===== src/common/wtd_cfg.svh =====
// Constants for the wake-up timer, duty-cycle transmit and battery check block.
// Assumes inclusion by bare name from the package and the logic file.
`ifndef WTD_CFG_SVH
`define WTD_CFG_SVH
`define WTD_CLK_HZ 25000000
// Nominal 25 MHz clock cycles per 32.768 kHz tick, loaded into the RC trim at reset.
`define WTD_TICK_HZ 32768
`define WTD_TICK_DIV (`WTD_CLK_HZ / `WTD_TICK_HZ)
`define WTD_DIV_W 10
// Wake period = M * 4 * 2^R ticks of the 32.768 kHz clock.
`define WTD_BASE_TICKS 4
`define WTD_CNT_W 40
`define WTD_EXP_W 4
`define WTD_MULT_W 16
`define WTD_CALP_W 3
// Calibration interval in expiries: 2^(period+1).
`define WTD_CAL_BASE_SH 1
// Calibration takes this many system cycles with the crystal running.
`define WTD_CAL_CYCLES 16
`define WTD_CALC_W 5
// Threshold code: 1.5 V + 50 mV * code, code 0..31 gives 1.5 .. 3.05 V, in mV.
`define WTD_LBD_MIN_MV 1500
`define WTD_LBD_STEP_MV 50
`define WTD_MV_W 12
`define WTD_THR_W 5
`define WTD_TX_TIMEOUT 8'hFF
`endif


===== src/common/wtd_pkg.sv =====
// Types for the wake-up timer block.
// Assumes wtd_cfg.svh is on the include path.
`include "wtd_cfg.svh"
package wtd_pkg;
  typedef struct packed {
    logic timer_en;
    logic cal_en;
    logic [`WTD_CALP_W-1:0] cal_period;
    logic ldc_en;
    logic lbd_en;
    logic ext_xtal;
  } wtd_config_t;
  typedef struct packed {
    logic timer;
    logic lowbat;
    logic pkt_sent;
  } wtd_flags_t;
  typedef enum logic [2:0] {
    WTD_ST_CAL,
    WTD_ST_WAIT,
    WTD_ST_TX
  } wtd_state_t;
endpackage


===== src/logic/wtd_wake_timer.sv =====
// Wake-up timer with periodic calibration, low-duty transmit and battery check.
// Assumes the 32 kHz sources arrive as pins and are synchronised here;
// shutdown_input is the asynchronous reset rst.
//
// Overview of operation
// Wake counter ticks from internal RC or external 32 kHz crystal, by config.
// With timer enabled, counter runs through the programmed period while asleep.
// Wake period is multiplier times 4 times 2^exponent 32 kHz ticks.
// Each expiry sets the timer event; interrupt pin falls if enabled.
// Host confirms the event by reading the interrupt status.
// RC is calibrated at power-up and on leaving shutdown.
// Periodic recalibration only with calibration enabled, interval from 3-bit field.
// Calibration runs the crystal and measures RC against it, then trims; here RC is timed in system clock cycles.
// Host should pick long calibration periods to save current.
// Low-duty transmit uses the wake timer, enabled in timer config.
// Duty period is duty count times 4 times 2^exponent ticks.
// Duty mode wakes to send buffered packet; packet_done_event raises interrupt if enabled.
// After each transmission, return to timer wait until next wake.
// Battery check enabled in timer config, only while timer enabled.
// Each expiry with battery check compares battery against threshold.
// Threshold is 1.5 V plus 50 mV steps up to 3.05 V.
// Low battery reported by interrupt or on a general purpose pin.
// Host may request a converter battery reading anytime.
// Shutdown resets timer and all settings; here the settings are input ports, which rst does not clear.
// Counter reloads after each expiry and repeats until disabled.
// Flags stay pending, holding interrupt low, until status is read.
`timescale 1ns/10ps
`include "wtd_cfg.svh"
module wtd_wake_timer (
  input wire logic clk_sys,
  input wire logic rst,
  input wire wtd_pkg::wtd_config_t wake_timer_config,
  input wire logic [`WTD_EXP_W-1:0] wake_exponent_setting,
  input wire logic [`WTD_MULT_W-1:0] wake_multiplier_setting,
  input wire logic [`WTD_MULT_W-1:0] duty_period_setting,
  input wire logic [`WTD_THR_W-1:0] battery_threshold_setting,
  input wire wtd_pkg::wtd_flags_t chip_interrupt_enable,
  input wire logic lbd_irq_mode,
  input wire logic rc_clk_pin,
  input wire logic xtal32_clk_pin,
  input wire logic [`WTD_MV_W-1:0] battery_mv,
  input wire logic power_up_cmd,
  input wire logic read_interrupt_status_cmd,
  input wire logic converter_read_command,
  input wire logic tx_done,
  output logic interrupt_out_n,
  output wtd_pkg::wtd_flags_t int_status,
  output logic lbd_gpio,
  output logic tx_start,
  output logic xtal_on,
  output logic cal_busy,
  output logic [`WTD_MV_W-1:0] converter_value,
  output logic converter_valid,
  output logic [`WTD_DIV_W-1:0] rc_trim
);
  // ==========================================================================
  // Source selection and synchronisation
  logic [2:0] rc_sync_reg;
  logic [2:0] xt_sync_reg;
  logic src_level_reg;
  logic rc_level_reg;
  // Only the last two stages of each chain are read, so a metastable first stage never leaks.
  wire rc_agree = (rc_sync_reg[2] == rc_sync_reg[1]);
  wire xt_agree = (xt_sync_reg[2] == xt_sync_reg[1]);
  wire src_now = wake_timer_config.ext_xtal ? xt_sync_reg[2] : rc_sync_reg[2];
  wire src_agree = wake_timer_config.ext_xtal ? xt_agree : rc_agree;
  wire tick = src_agree && src_now && !src_level_reg;
  always_ff @(posedge clk_sys or posedge rst) begin
    if (rst) begin
      rc_sync_reg <= 3'h0;
    end else begin
      rc_sync_reg <= {rc_sync_reg[1:0], rc_clk_pin};
    end
  end
  always_ff @(posedge clk_sys or posedge rst) begin
    if (rst) begin
      xt_sync_reg <= 3'h0;
    end else begin
      xt_sync_reg <= {xt_sync_reg[1:0], xtal32_clk_pin};
    end
  end
  // The accepted level follows the selected source; a change of source may cost one tick.
  always_ff @(posedge clk_sys or posedge rst) begin
    if (rst) begin
      src_level_reg <= 1'b0;
    end else if (src_agree) begin
      src_level_reg <= src_now;
    end
  end
  // The RC level is kept apart so calibration sees RC edges whichever source is selected.
  always_ff @(posedge clk_sys or posedge rst) begin
    if (rst) begin
      rc_level_reg <= 1'b0;
    end else if (rc_agree) begin
      rc_level_reg <= rc_sync_reg[2];
    end
  end

  // ==========================================================================
  // Period counters
  wire [`WTD_CNT_W-1:0] wake_len =
    ({24'h0, wake_multiplier_setting} * `WTD_CNT_W'(`WTD_BASE_TICKS)) << wake_exponent_setting;
  wire [`WTD_CNT_W-1:0] duty_len =
    ({24'h0, duty_period_setting} * `WTD_CNT_W'(`WTD_BASE_TICKS)) << wake_exponent_setting;
  logic [`WTD_CNT_W-1:0] wake_cnt_reg;
  logic [`WTD_CNT_W-1:0] duty_cnt_reg;
  wire timer_on = wake_timer_config.timer_en;
  wire wake_hit = timer_on && tick && (wake_cnt_reg + `WTD_CNT_W'(1) >= wake_len);
  wire duty_on = timer_on && wake_timer_config.ldc_en;
  wire duty_hit = duty_on && tick && (duty_cnt_reg + `WTD_CNT_W'(1) >= duty_len);
  always_ff @(posedge clk_sys or posedge rst) begin
    if (rst) begin
      wake_cnt_reg <= `WTD_CNT_W'h0;
      duty_cnt_reg <= `WTD_CNT_W'h0;
    end else begin
      if (!timer_on || wake_hit) begin
        wake_cnt_reg <= `WTD_CNT_W'h0;
      end else if (tick) begin
        wake_cnt_reg <= wake_cnt_reg + `WTD_CNT_W'(1);
      end
      if (!duty_on || duty_hit) begin
        duty_cnt_reg <= `WTD_CNT_W'h0;
      end else if (tick) begin
        duty_cnt_reg <= duty_cnt_reg + `WTD_CNT_W'(1);
      end
    end
  end

  // ==========================================================================
  // Calibration and transmit sequencing
  wtd_pkg::wtd_state_t state_reg;
  wtd_pkg::wtd_state_t state_next;
  logic [`WTD_CALC_W-1:0] cal_cnt_reg;
  logic [7:0] cal_exp_reg;
  logic [`WTD_DIV_W-1:0] meas_reg;
  logic [7:0] tx_wait_reg;
  logic cal_req_reg;
  wire st_cal = (state_reg == wtd_pkg::WTD_ST_CAL);
  wire st_wait = (state_reg == wtd_pkg::WTD_ST_WAIT);
  wire st_tx = (state_reg == wtd_pkg::WTD_ST_TX);
  wire [2:0] cal_period_sh = wake_timer_config.cal_period;
  // Nine bits so that the longest interval, 256 expiries, does not wrap to zero.
  wire [8:0] cal_every = 9'h1 << (4'(cal_period_sh) + 4'(`WTD_CAL_BASE_SH));
  wire [8:0] cal_exp_inc = {1'b0, cal_exp_reg} + 9'h1;
  wire cal_due = wake_timer_config.cal_en && wake_hit && (cal_exp_inc >= cal_every);
  wire cal_done = (state_reg == wtd_pkg::WTD_ST_CAL) &&
                  (cal_cnt_reg == `WTD_CALC_W'(`WTD_CAL_CYCLES - 1));
  wire tx_end = (state_reg == wtd_pkg::WTD_ST_TX) && (tx_done || tx_wait_reg == `WTD_TX_TIMEOUT);
  always_comb begin
    state_next = state_reg;
    unique case (state_reg)
      wtd_pkg::WTD_ST_CAL: begin
        if (cal_done) begin
          state_next = wtd_pkg::WTD_ST_WAIT;
        end
      end
      wtd_pkg::WTD_ST_WAIT: begin
        if (power_up_cmd || cal_req_reg) begin
          state_next = wtd_pkg::WTD_ST_CAL;
        end else if (duty_hit) begin
          state_next = wtd_pkg::WTD_ST_TX;
        end
      end
      wtd_pkg::WTD_ST_TX: begin
        if (tx_end) begin
          state_next = wtd_pkg::WTD_ST_WAIT;
        end
      end
      default: state_next = wtd_pkg::WTD_ST_WAIT;
    endcase
  end
  always_ff @(posedge clk_sys or posedge rst) begin
    if (rst) begin
      state_reg <= wtd_pkg::WTD_ST_CAL;
      cal_cnt_reg <= `WTD_CALC_W'h0;
      tx_wait_reg <= 8'h0;
    end else begin
      state_reg <= state_next;
      cal_cnt_reg <= st_cal ? cal_cnt_reg + `WTD_CALC_W'(1) : `WTD_CALC_W'h0;
      tx_wait_reg <= st_tx ? tx_wait_reg + 8'h1 : 8'h0;
    end
  end
  // Expiries are counted only while recalibration is enabled, so enabling it starts afresh.
  always_ff @(posedge clk_sys or posedge rst) begin
    if (rst) begin
      cal_exp_reg <= 8'h0;
    end else if (cal_due || !wake_timer_config.cal_en) begin
      cal_exp_reg <= 8'h0;
    end else if (wake_hit) begin
      cal_exp_reg <= cal_exp_reg + 8'h1;
    end
  end
  // A request raised during a transmit waits until the state machine is back in wait.
  always_ff @(posedge clk_sys or posedge rst) begin
    if (rst) begin
      cal_req_reg <= 1'b0;
    end else if (cal_due) begin
      cal_req_reg <= 1'b1;
    end else if (st_cal) begin
      cal_req_reg <= 1'b0;
    end
  end

  // System clock cycles between RC rising edges set the trim; the crystal only runs while calibrating.
  logic [`WTD_DIV_W-1:0] edge_cnt_reg;
  wire rc_edge = rc_sync_reg[2] && rc_agree && !rc_level_reg;
  always_ff @(posedge clk_sys or posedge rst) begin
    if (rst) begin
      edge_cnt_reg <= `WTD_DIV_W'h0;
      meas_reg <= `WTD_DIV_W'(`WTD_TICK_DIV);
    end else if (state_reg == wtd_pkg::WTD_ST_CAL) begin
      edge_cnt_reg <= rc_edge ? `WTD_DIV_W'h0 : edge_cnt_reg + `WTD_DIV_W'(1);
      if (rc_edge && edge_cnt_reg != `WTD_DIV_W'h0) begin
        meas_reg <= edge_cnt_reg;
      end
    end else begin
      edge_cnt_reg <= `WTD_DIV_W'h0;
    end
  end

  // ==========================================================================
  // Battery check and converter
  wire lbd_on = timer_on && wake_timer_config.lbd_en;
  wire [`WTD_MV_W-1:0] thr_mv = `WTD_MV_W'(`WTD_LBD_MIN_MV) +
    `WTD_MV_W'(battery_threshold_setting) * `WTD_MV_W'(`WTD_LBD_STEP_MV);
  // Strictly below the threshold counts as low; equal to it is still good.
  wire below_thr = (battery_mv < thr_mv);
  wire lbd_check = lbd_on && wake_hit;
  wire low_now = lbd_check && below_thr;
  wire ok_now = lbd_check && !below_thr;

  // ==========================================================================
  // Status flags and outputs; an event in the read cycle survives the clear.
  wtd_pkg::wtd_flags_t set_now;
  assign set_now = '{timer: wake_hit,
                     lowbat: low_now && lbd_irq_mode,
                     pkt_sent: tx_end && tx_done};
  wire [2:0] pend = int_status & chip_interrupt_enable;
  always_ff @(posedge clk_sys or posedge rst) begin
    if (rst) begin
      int_status <= '0;
    end else begin
      int_status <= set_now | (read_interrupt_status_cmd ? 3'h0 : int_status);
    end
  end
  // The pin follows the registered flags, so it lags a new event by one cycle.
  always_ff @(posedge clk_sys or posedge rst) begin
    if (rst) begin
      interrupt_out_n <= 1'b1;
    end else begin
      interrupt_out_n <= ~|pend;
    end
  end
  // The pin result is a level that tracks the latest comparison, not a sticky flag.
  always_ff @(posedge clk_sys or posedge rst) begin
    if (rst) begin
      lbd_gpio <= 1'b0;
    end else if (low_now && !lbd_irq_mode) begin
      lbd_gpio <= 1'b1;
    end else if (ok_now || !lbd_on) begin
      lbd_gpio <= 1'b0;
    end
  end
  always_ff @(posedge clk_sys or posedge rst) begin
    if (rst) begin
      tx_start <= 1'b0;
    end else begin
      tx_start <= duty_hit && st_wait;
    end
  end
  // The crystal runs only while calibrating, since it dominates the sleep current.
  always_ff @(posedge clk_sys or posedge rst) begin
    if (rst) begin
      xtal_on <= 1'b1;
    end else begin
      xtal_on <= (state_next == wtd_pkg::WTD_ST_CAL);
    end
  end
  always_ff @(posedge clk_sys or posedge rst) begin
    if (rst) begin
      cal_busy <= 1'b1;
    end else begin
      cal_busy <= (state_next == wtd_pkg::WTD_ST_CAL);
    end
  end
  always_ff @(posedge clk_sys or posedge rst) begin
    if (rst) begin
      converter_valid <= 1'b0;
    end else begin
      converter_valid <= converter_read_command;
    end
  end
  always_ff @(posedge clk_sys or posedge rst) begin
    if (rst) begin
      converter_value <= `WTD_MV_W'h0;
    end else if (converter_read_command) begin
      converter_value <= battery_mv;
    end
  end
  always_ff @(posedge clk_sys or posedge rst) begin
    if (rst) begin
      rc_trim <= `WTD_DIV_W'(`WTD_TICK_DIV);
    end else if (cal_done) begin
      rc_trim <= meas_reg;
    end
  end
endmodule


===== config.mk =====
export PLATFORM = sky130hd
export DESIGN_NAME = wtd_wake_timer
export DESIGN_NICKNAME = d
export VERILOG_FILES = /design/src/common/wtd_pkg.sv /design/src/logic/wtd_wake_timer.sv
export VERILOG_INCLUDE_DIRS = /design/src /design/src/common
export SDC_FILE = /design/constraint.sdc
export NUM_CORES = 1
export LEC_CHECK = 0
export BUFFER_PORTS_ARGS = -buffer_cell sky130_fd_sc_hd__buf_2
export CAP_MARGIN = 20
export CORE_ASPECT_RATIO = 0.6
export CORE_UTILIZATION = 45
export DETAILED_ROUTE_END_ITERATION = 7
export PLACE_DENSITY = 0.66
export SETUP_SLACK_MARGIN = 0.5
export SLEW_MARGIN = 5
export SYNTH_ARGS = -nofsm -noshare
export SYNTH_HDL_FRONTEND = slang
export SYNTH_SLANG_ARGS = --single-unit

===== constraint.sdc =====
create_clock -name clk_sys -period 5.1 [get_ports clk_sys]
set_input_delay 1.02 -clock clk_sys [delete_from_list [all_inputs] [get_ports clk_sys]]
set_output_delay 1.02 -clock clk_sys [all_outputs]
set_load 0.02 [all_outputs]

==> metrics, run 1 <==
Ports=104; top-count cell post-synth=dfrtp_1; DP Cell Count=1,686; GR peak layer=met1; critical path's slowest cell=buf_4; Lkg Pwr=6.35 nW; ranking of synthesized cells by area=dfrtp_1 31%, ha_1 12%, mux2i_1 4.8%, mux2_2 4.4%, nand2_1 4.0%; ant diodes=0; grt ovf=0; Area Growth Syn to Fin=13.5%; clock-pin slew on the worst setup and hold paths=0.07 ns; setup TNS=0 ns; Site Rows=45; synth unique cells=66; DRC=0; placed instance area=12,900 µm²; Tmin final=4.40 ns; M1 GR Usage=35.4%; syn_nets=1,448; top_reg_cell synth=dfrtp_1; EDFF count, synth=0; peak supply drop=0.179 mV; Hold Path Origin=xt_sync_reg[0]$_DFF_PP0_; crit path max fanout=29; vias in the first global route=9,025; Util after Layout=52.9%; worst stage delay on the critical path=0.38 ns; Post-synth top cells=147 x dfrtp_1, 127 x nand2_1, 111 x ha_1, 77 x nor2_1, 57 x mux2i_1; Total Power=3.31 mW; pwr/cell area=244 nW/µm²; Die ar.=27,300 µm²; ys async rst share=100%; Slew HR=42.3%; CTS Buf Count=17; global routing usage on met2=28.2%; Avg Synthesized Cell Area=9.48 µm²; Core ar.=25,700 µm²; global-route wire length before repair=47.0 mm; Critical Path, Cell by Cell=buf_2 -> buf_4 -> buf_4 -> mux2i_1 -> mux2i_1 -> nor2b_1 -> a21oi_1 -> ha_1 -> nand4_1 -> o21bai_1 -> a221oi_1 -> o221ai_1 -> a221oi_2 -> and3_1 -> buf_4 -> a32o_1; Final Cell Area=13,600 µm²; htree depth=4; root cell of the clock tree=clkbuf_16; skew final=0.00939 ns; DRT Pass-1 Iters=5; fin crit share=86.3%; input/output buffers=103; Setup CP Type=in -> reg; data required time at the worst endpoint=5.47 ns; Fmax=0.227 GHz; share of the synthesized area in the top cell type=30.7%; worst r2r src=wake_cnt_reg[0]$_DFFE_PP0P_; Hold-fix buffers, CTS=0; CTS tree=built; Max Slew Vio Count=0; met3 Track Usage GR=5.00%; Startpoint Class=input pin; Clock Path Buffers=2; clock sinks=163; Critical Path Source=wake_exponent_setting[1]; pin count of the biggest net entering global routing=95; area leader, netlist=dfrtp_1; Worst Slack Setup Final=0.697 ns; initial antenna violation count=0; Ys Warns=0; ANT nets after route=0; Synth Cell Area=12,000 µm²; all-layer global routing usage=21.7%; most frequent CP cell=buf_4; clock insertion delay at the later pin of the skew report=0.44 ns; Die Wd=213 µm; DRT iter0 DRCs=754; Final Hold Vio Count=0; MaxCap Viol Count=0; Synth Register Bits=163; Fin Hold WS=0.362 ns; Setup Viol. Count Final=0; Cells after Synth=1,263; Vias/cell=5.69; Worst-Margin Slew=0.863 ns; sequential area share after synthesis=34.2%; Non-Filler Instances=1,718; DP Worst Slack=0.0674 ns; total wire length=28.5 mm; Die H=128 µm; initial core utilization=46.6%; dpl hpwl=21.7 mm; RSZ-0062 raised after global routing=yes; r2r worst-path depth=16; vias after detailed routing=9,778; status=completed; WL/cell=16.6 µm; share of cells above drive strength 1=18.8%; crit path capture type=register; routability cong.=0.883; NumNets Final=1,538; WP data arrival=4.77 ns; hold depth=0; worst hold path type=reg -> reg
## power breakdown
group / switching (mW) / leakage, nW / internal [mW] / total, mW
logic: 0.329 / 3.87 / 0.222 / 0.551
clock network: 0.581 / 0.315 / 0.851 / 1.43
registers: 0.0126 / 2.16 / 1.31 / 1.33
## final cells by class
type | instances | area [µm²]
fill | 2391 | 12100
multi-input combinational | 1013 | 7530
sequential | 163 | 4100
timing repair buffer | 124 | 721
tap | 352 | 440
clock buffer | 18 | 439
clock inverter | 14 | 215
inverter | 34 | 131
## placed cells by master (no fill, tap or decap), types with 17 or more instances in the layout
cell / synthesis / layout
o21ai_0: 46 / 46
and2_1: 25 / 25
and3_1: 24 / 24
ha_1: 111 / 111
nand4_1: 32 / 32
buf_2: 5 / 102
nand2_1: 127 / 127
a21oi_1: 45 / 45
xor2_1: 34 / 34
nor3_1: 17 / 17
inv_1: 34 / 33
xnor2_1: 52 / 52
nor2_1: 77 / 77
nand3_1: 52 / 52
mux2_2: 47 / 47
dfrtp_1: 147 / 147
buf_4: 2 / 18
a32o_1: 31 / 31
mux2i_1: 57 / 57
a22o_1: 27 / 27
clkbuf_16: 0 / 17
a21o_1: 19 / 19
## worst paths after layout
path                                                end  slack [ns]
setup / recovery           duty_cnt_reg[14]$_DFFE_PP0P_        0.70
hold / removal                 xt_sync_reg[1]$_DFF_PP0_        0.36
setup reg to reg           wake_cnt_reg[22]$_DFFE_PP0P_        0.83
hold reg to reg                xt_sync_reg[1]$_DFF_PP0_        0.36
max in group asynchronous     interrupt_out_n$_DFF_PP1_        3.39
min in group asynchronous   duty_cnt_reg[5]$_DFFE_PP0P_        0.73
## routing by layer
layer | wire length, µm | up-vias
met5 | 0 | -
li1 | - | 4849
met4 | 199 | 0
met1 | 15700 | 4721
met3 | 1470 | 17
met2 | 11100 | 191
## timing repair
action,in CTS,in global routing
setup buffers,0,0
setup endpoints to repair,0,48
gates resized for setup,0,6
## logic make-up (layout without fill, tap and decap cells)
family	after synthesis	count (layout)	share of synthesized area, %
muxes	109	109	10.1
adders and majority gates	112	112	11.8
buffers and inverters	87	190	3.09
AOI/OAI and AO/OA	240	240	14.2
and+or+nand+nor	465	465	20.3
other	1	1	0.0313
xor gates and xnor gates	86	86	6.29
DFF	163	163	34.2
## critical path: cells and delay by family
family / cells / cell delay (ns)
buffers and inverters: 4 / 1.18
AO/OA/AOI/OAI: 6 / 1.32
multiplexers: 2 / 0.38
AND/OR/NAND/NOR: 3 / 0.53
adder cells (fa/ha/maj): 1 / 0.33
Note: power is estimated with default switching activity, not from simulation.
==> run 2, diff against run 1 <==
--- a/config.mk
+++ b/config.mk
@@ -9,10 +9,12 @@
 export BUFFER_PORTS_ARGS = -buffer_cell sky130_fd_sc_hd__buf_2
 export CAP_MARGIN = 20
 export CORE_ASPECT_RATIO = 0.6
+export CORE_MARGIN = 4
 export CORE_UTILIZATION = 45
 export DETAILED_ROUTE_END_ITERATION = 7
 export PLACE_DENSITY = 0.66
 export SETUP_SLACK_MARGIN = 0.5
+export SKIP_LAST_GASP = 1
 export SLEW_MARGIN = 5
 export SYNTH_ARGS = -nofsm -noshare
 export SYNTH_HDL_FRONTEND = slang
==> metrics, run 2 (same netlist as run 1, synthesis figures left out) <==
total wire length=29.0 mm; worst reg2reg setup slack=0.94 ns; hold depth=0; initial antenna violation count=2; vias in the first global route=9,283; initial core utilization=46.5%; met2 routed WL=11.7 mm; clock insertion delay at the later pin of the skew report=0.45 ns; Hold Path Sink=xt_sync_reg[1]$_DFF_PP0_; WL/cell=16.8 µm; root cell of the clock tree=clkbuf_16; Util after Layout=52.5%; MaxCap Viol Count=0; DRT iter0 DRCs=815; Worst Path Buf+Inv=3; fin crit share=85.7%; setup TNS=0 ns; Die H=134 µm; worst stage delay on the critical path=0.39 ns; pwr/cell area=233 nW/µm²; DRC=0; most frequent cells in the layout=147 x dfrtp_1, 127 x nand2_1, 111 x ha_1, 102 x buf_2, 77 x nor2_1; clock sinks=163; DP Cell Count=1,689; DRT Pass-1 Iters=5; Hold Path Origin=xt_sync_reg[0]$_DFF_PP0_; worst r2r dst=duty_cnt_reg[18]$_DFFE_PP0P_; Worst-Margin Slew=0.901 ns; Setup CP Type=in -> reg; leading cell type in the layout, fill and taps excluded=dfrtp_1; Die ar.=29,400 µm²; crit path max fanout=31; Site Rows=45; Non-Filler Instances=1,721; status=completed; Top Layer Used=met5; clock-pin slew on the worst setup and hold paths=0.08 ns; share of cells above drive strength 1=18.9%; critical path's slowest cell=buf_4; Setup Viol. Count Final=0; Final Hold Vio Count=0; pin count of the biggest net entering global routing=83; Critical Path, Cell by Cell=buf_2 -> buf_4 -> mux4_2 -> mux2i_1 -> nor2_1 -> a21oi_1 -> ha_1 -> a21o_1 -> a21o_1 -> a221oi_1 -> o221ai_1 -> a221oi_1 -> and3_1 -> buf_4 -> a32o_1; Max Slew Vio Count=0; all-layer global routing usage=20.3%; Hold-fix buffers, CTS=0; Vias/cell=5.67; r2r worst-path depth=13; met1 wire length=15.7 mm; htree depth=4; Startpoint Class=input pin; routability cong.=0.851; Die Wd=219 µm; ant diodes=0; cell family with most CP delay=compound AO/OA/AOI/OAI gates; grt ovf=0; worst hold path type=reg -> reg; CTS Buf Count=17; vias after detailed routing=9,753; ANT nets after route=0; RSZ-0062 raised after global routing=no; Slew HR=39.8%; Fmax=0.229 GHz; skew final=0.0143 ns; crit path capture type=register; Clock Path Buffers=2; worst r2r src=duty_cnt_reg[5]$_DFFE_PP0P_; CTS tree=built; peak supply drop=0.163 mV; Tmin final=4.37 ns; Area Growth Syn to Fin=12.9%; Core ar.=25,700 µm²; WL met3=1.35 mm; Lkg Pwr=6.30 nW; global-route wire length before repair=48.8 mm; dpl hpwl=22.2 mm; input/output buffers=103; data required time at the worst endpoint=5.48 ns; Ports=104; NumNets Final=1,541; WP data arrival=4.75 ns
-- run 2: cell types whose count changed in the layout (fill, tap and decap cells not counted), moves of 2 or more --
cell and delta:
clkinv_8 +3, bufinv_16 -4, buf_4 +3, inv_6 +2
-- run 2: report_power, final --
group | total [mW] | internal [mW] | switching, mW
registers | 1.32 | 1.31 | 0.0127
logic | 0.547 | 0.221 | 0.326
clock network | 1.27 | 0.655 | 0.616
total | 3.14 | 2.19 | 0.955
-- run 2: what timing repair did --
item / in CTS / in global routing
gates resized for setup: 0 / 5
buffers inserted: 0 / 0
endpoints found under the setup margin: 0 / 45
-- run 2: worst max-delay path by stage --
stage / startpoint / slack [ns] / cells after the start / end
after floorplan: wake_exponent_setting[0] / 0.55 / 16 / state_reg[1]$_DFF_PP0_
after global placement: wake_exponent_setting[0] / 0.35 / 14 / duty_cnt_reg[5]$_DFFE_PP0P_
after detailed placement: wake_exponent_setting[0] / 0.27 / 18 / duty_cnt_reg[1]$_DFFE_PP0P_
after CTS: duty_cnt_reg[0]$_DFFE_PP0P_ / 0.61 / 14 / duty_cnt_reg[18]$_DFFE_PP0P_
after global routing: wake_exponent_setting[1] / 0.52 / 15 / duty_cnt_reg[18]$_DFFE_PP0P_
final: wake_exponent_setting[1] / 0.73 / 15 / duty_cnt_reg[18]$_DFFE_PP0P_
-- run 2: per-stage QoR --
stage	setup slack (ns)	hold WS, ns	power [mW]	area [µm²]
2_1_floorplan	0.545	0.331	1.73	12000
3_3_place_gp	0.349	0.335	1.88	12900
3_5_place_dp	0.269	0.340	1.89	12900
4_1_cts	0.610	0.360	3.18	13500
5_1_grt	0.516	0.364	3.31	13500
6_report	0.729	0.359	3.14	13500
-- run 2: final cells by class --
type,instances,area [µm²]
fill,2357,12200
multi-input combinational,1013,7520
sequential,163,4100
timing repair buffer,127,736
tap,352,440
clock buffer,17,425
clock inverter,15,159
inverter,34,131
-- run 2: routing by layer --
layer / vias to the layer above / GRT usage, %
met5: - / 0
met4: 4 / 3.61
met3: 23 / 4.10
met2: 224 / 27.6
met1: 4665 / 32.9
li1: 4837 / -
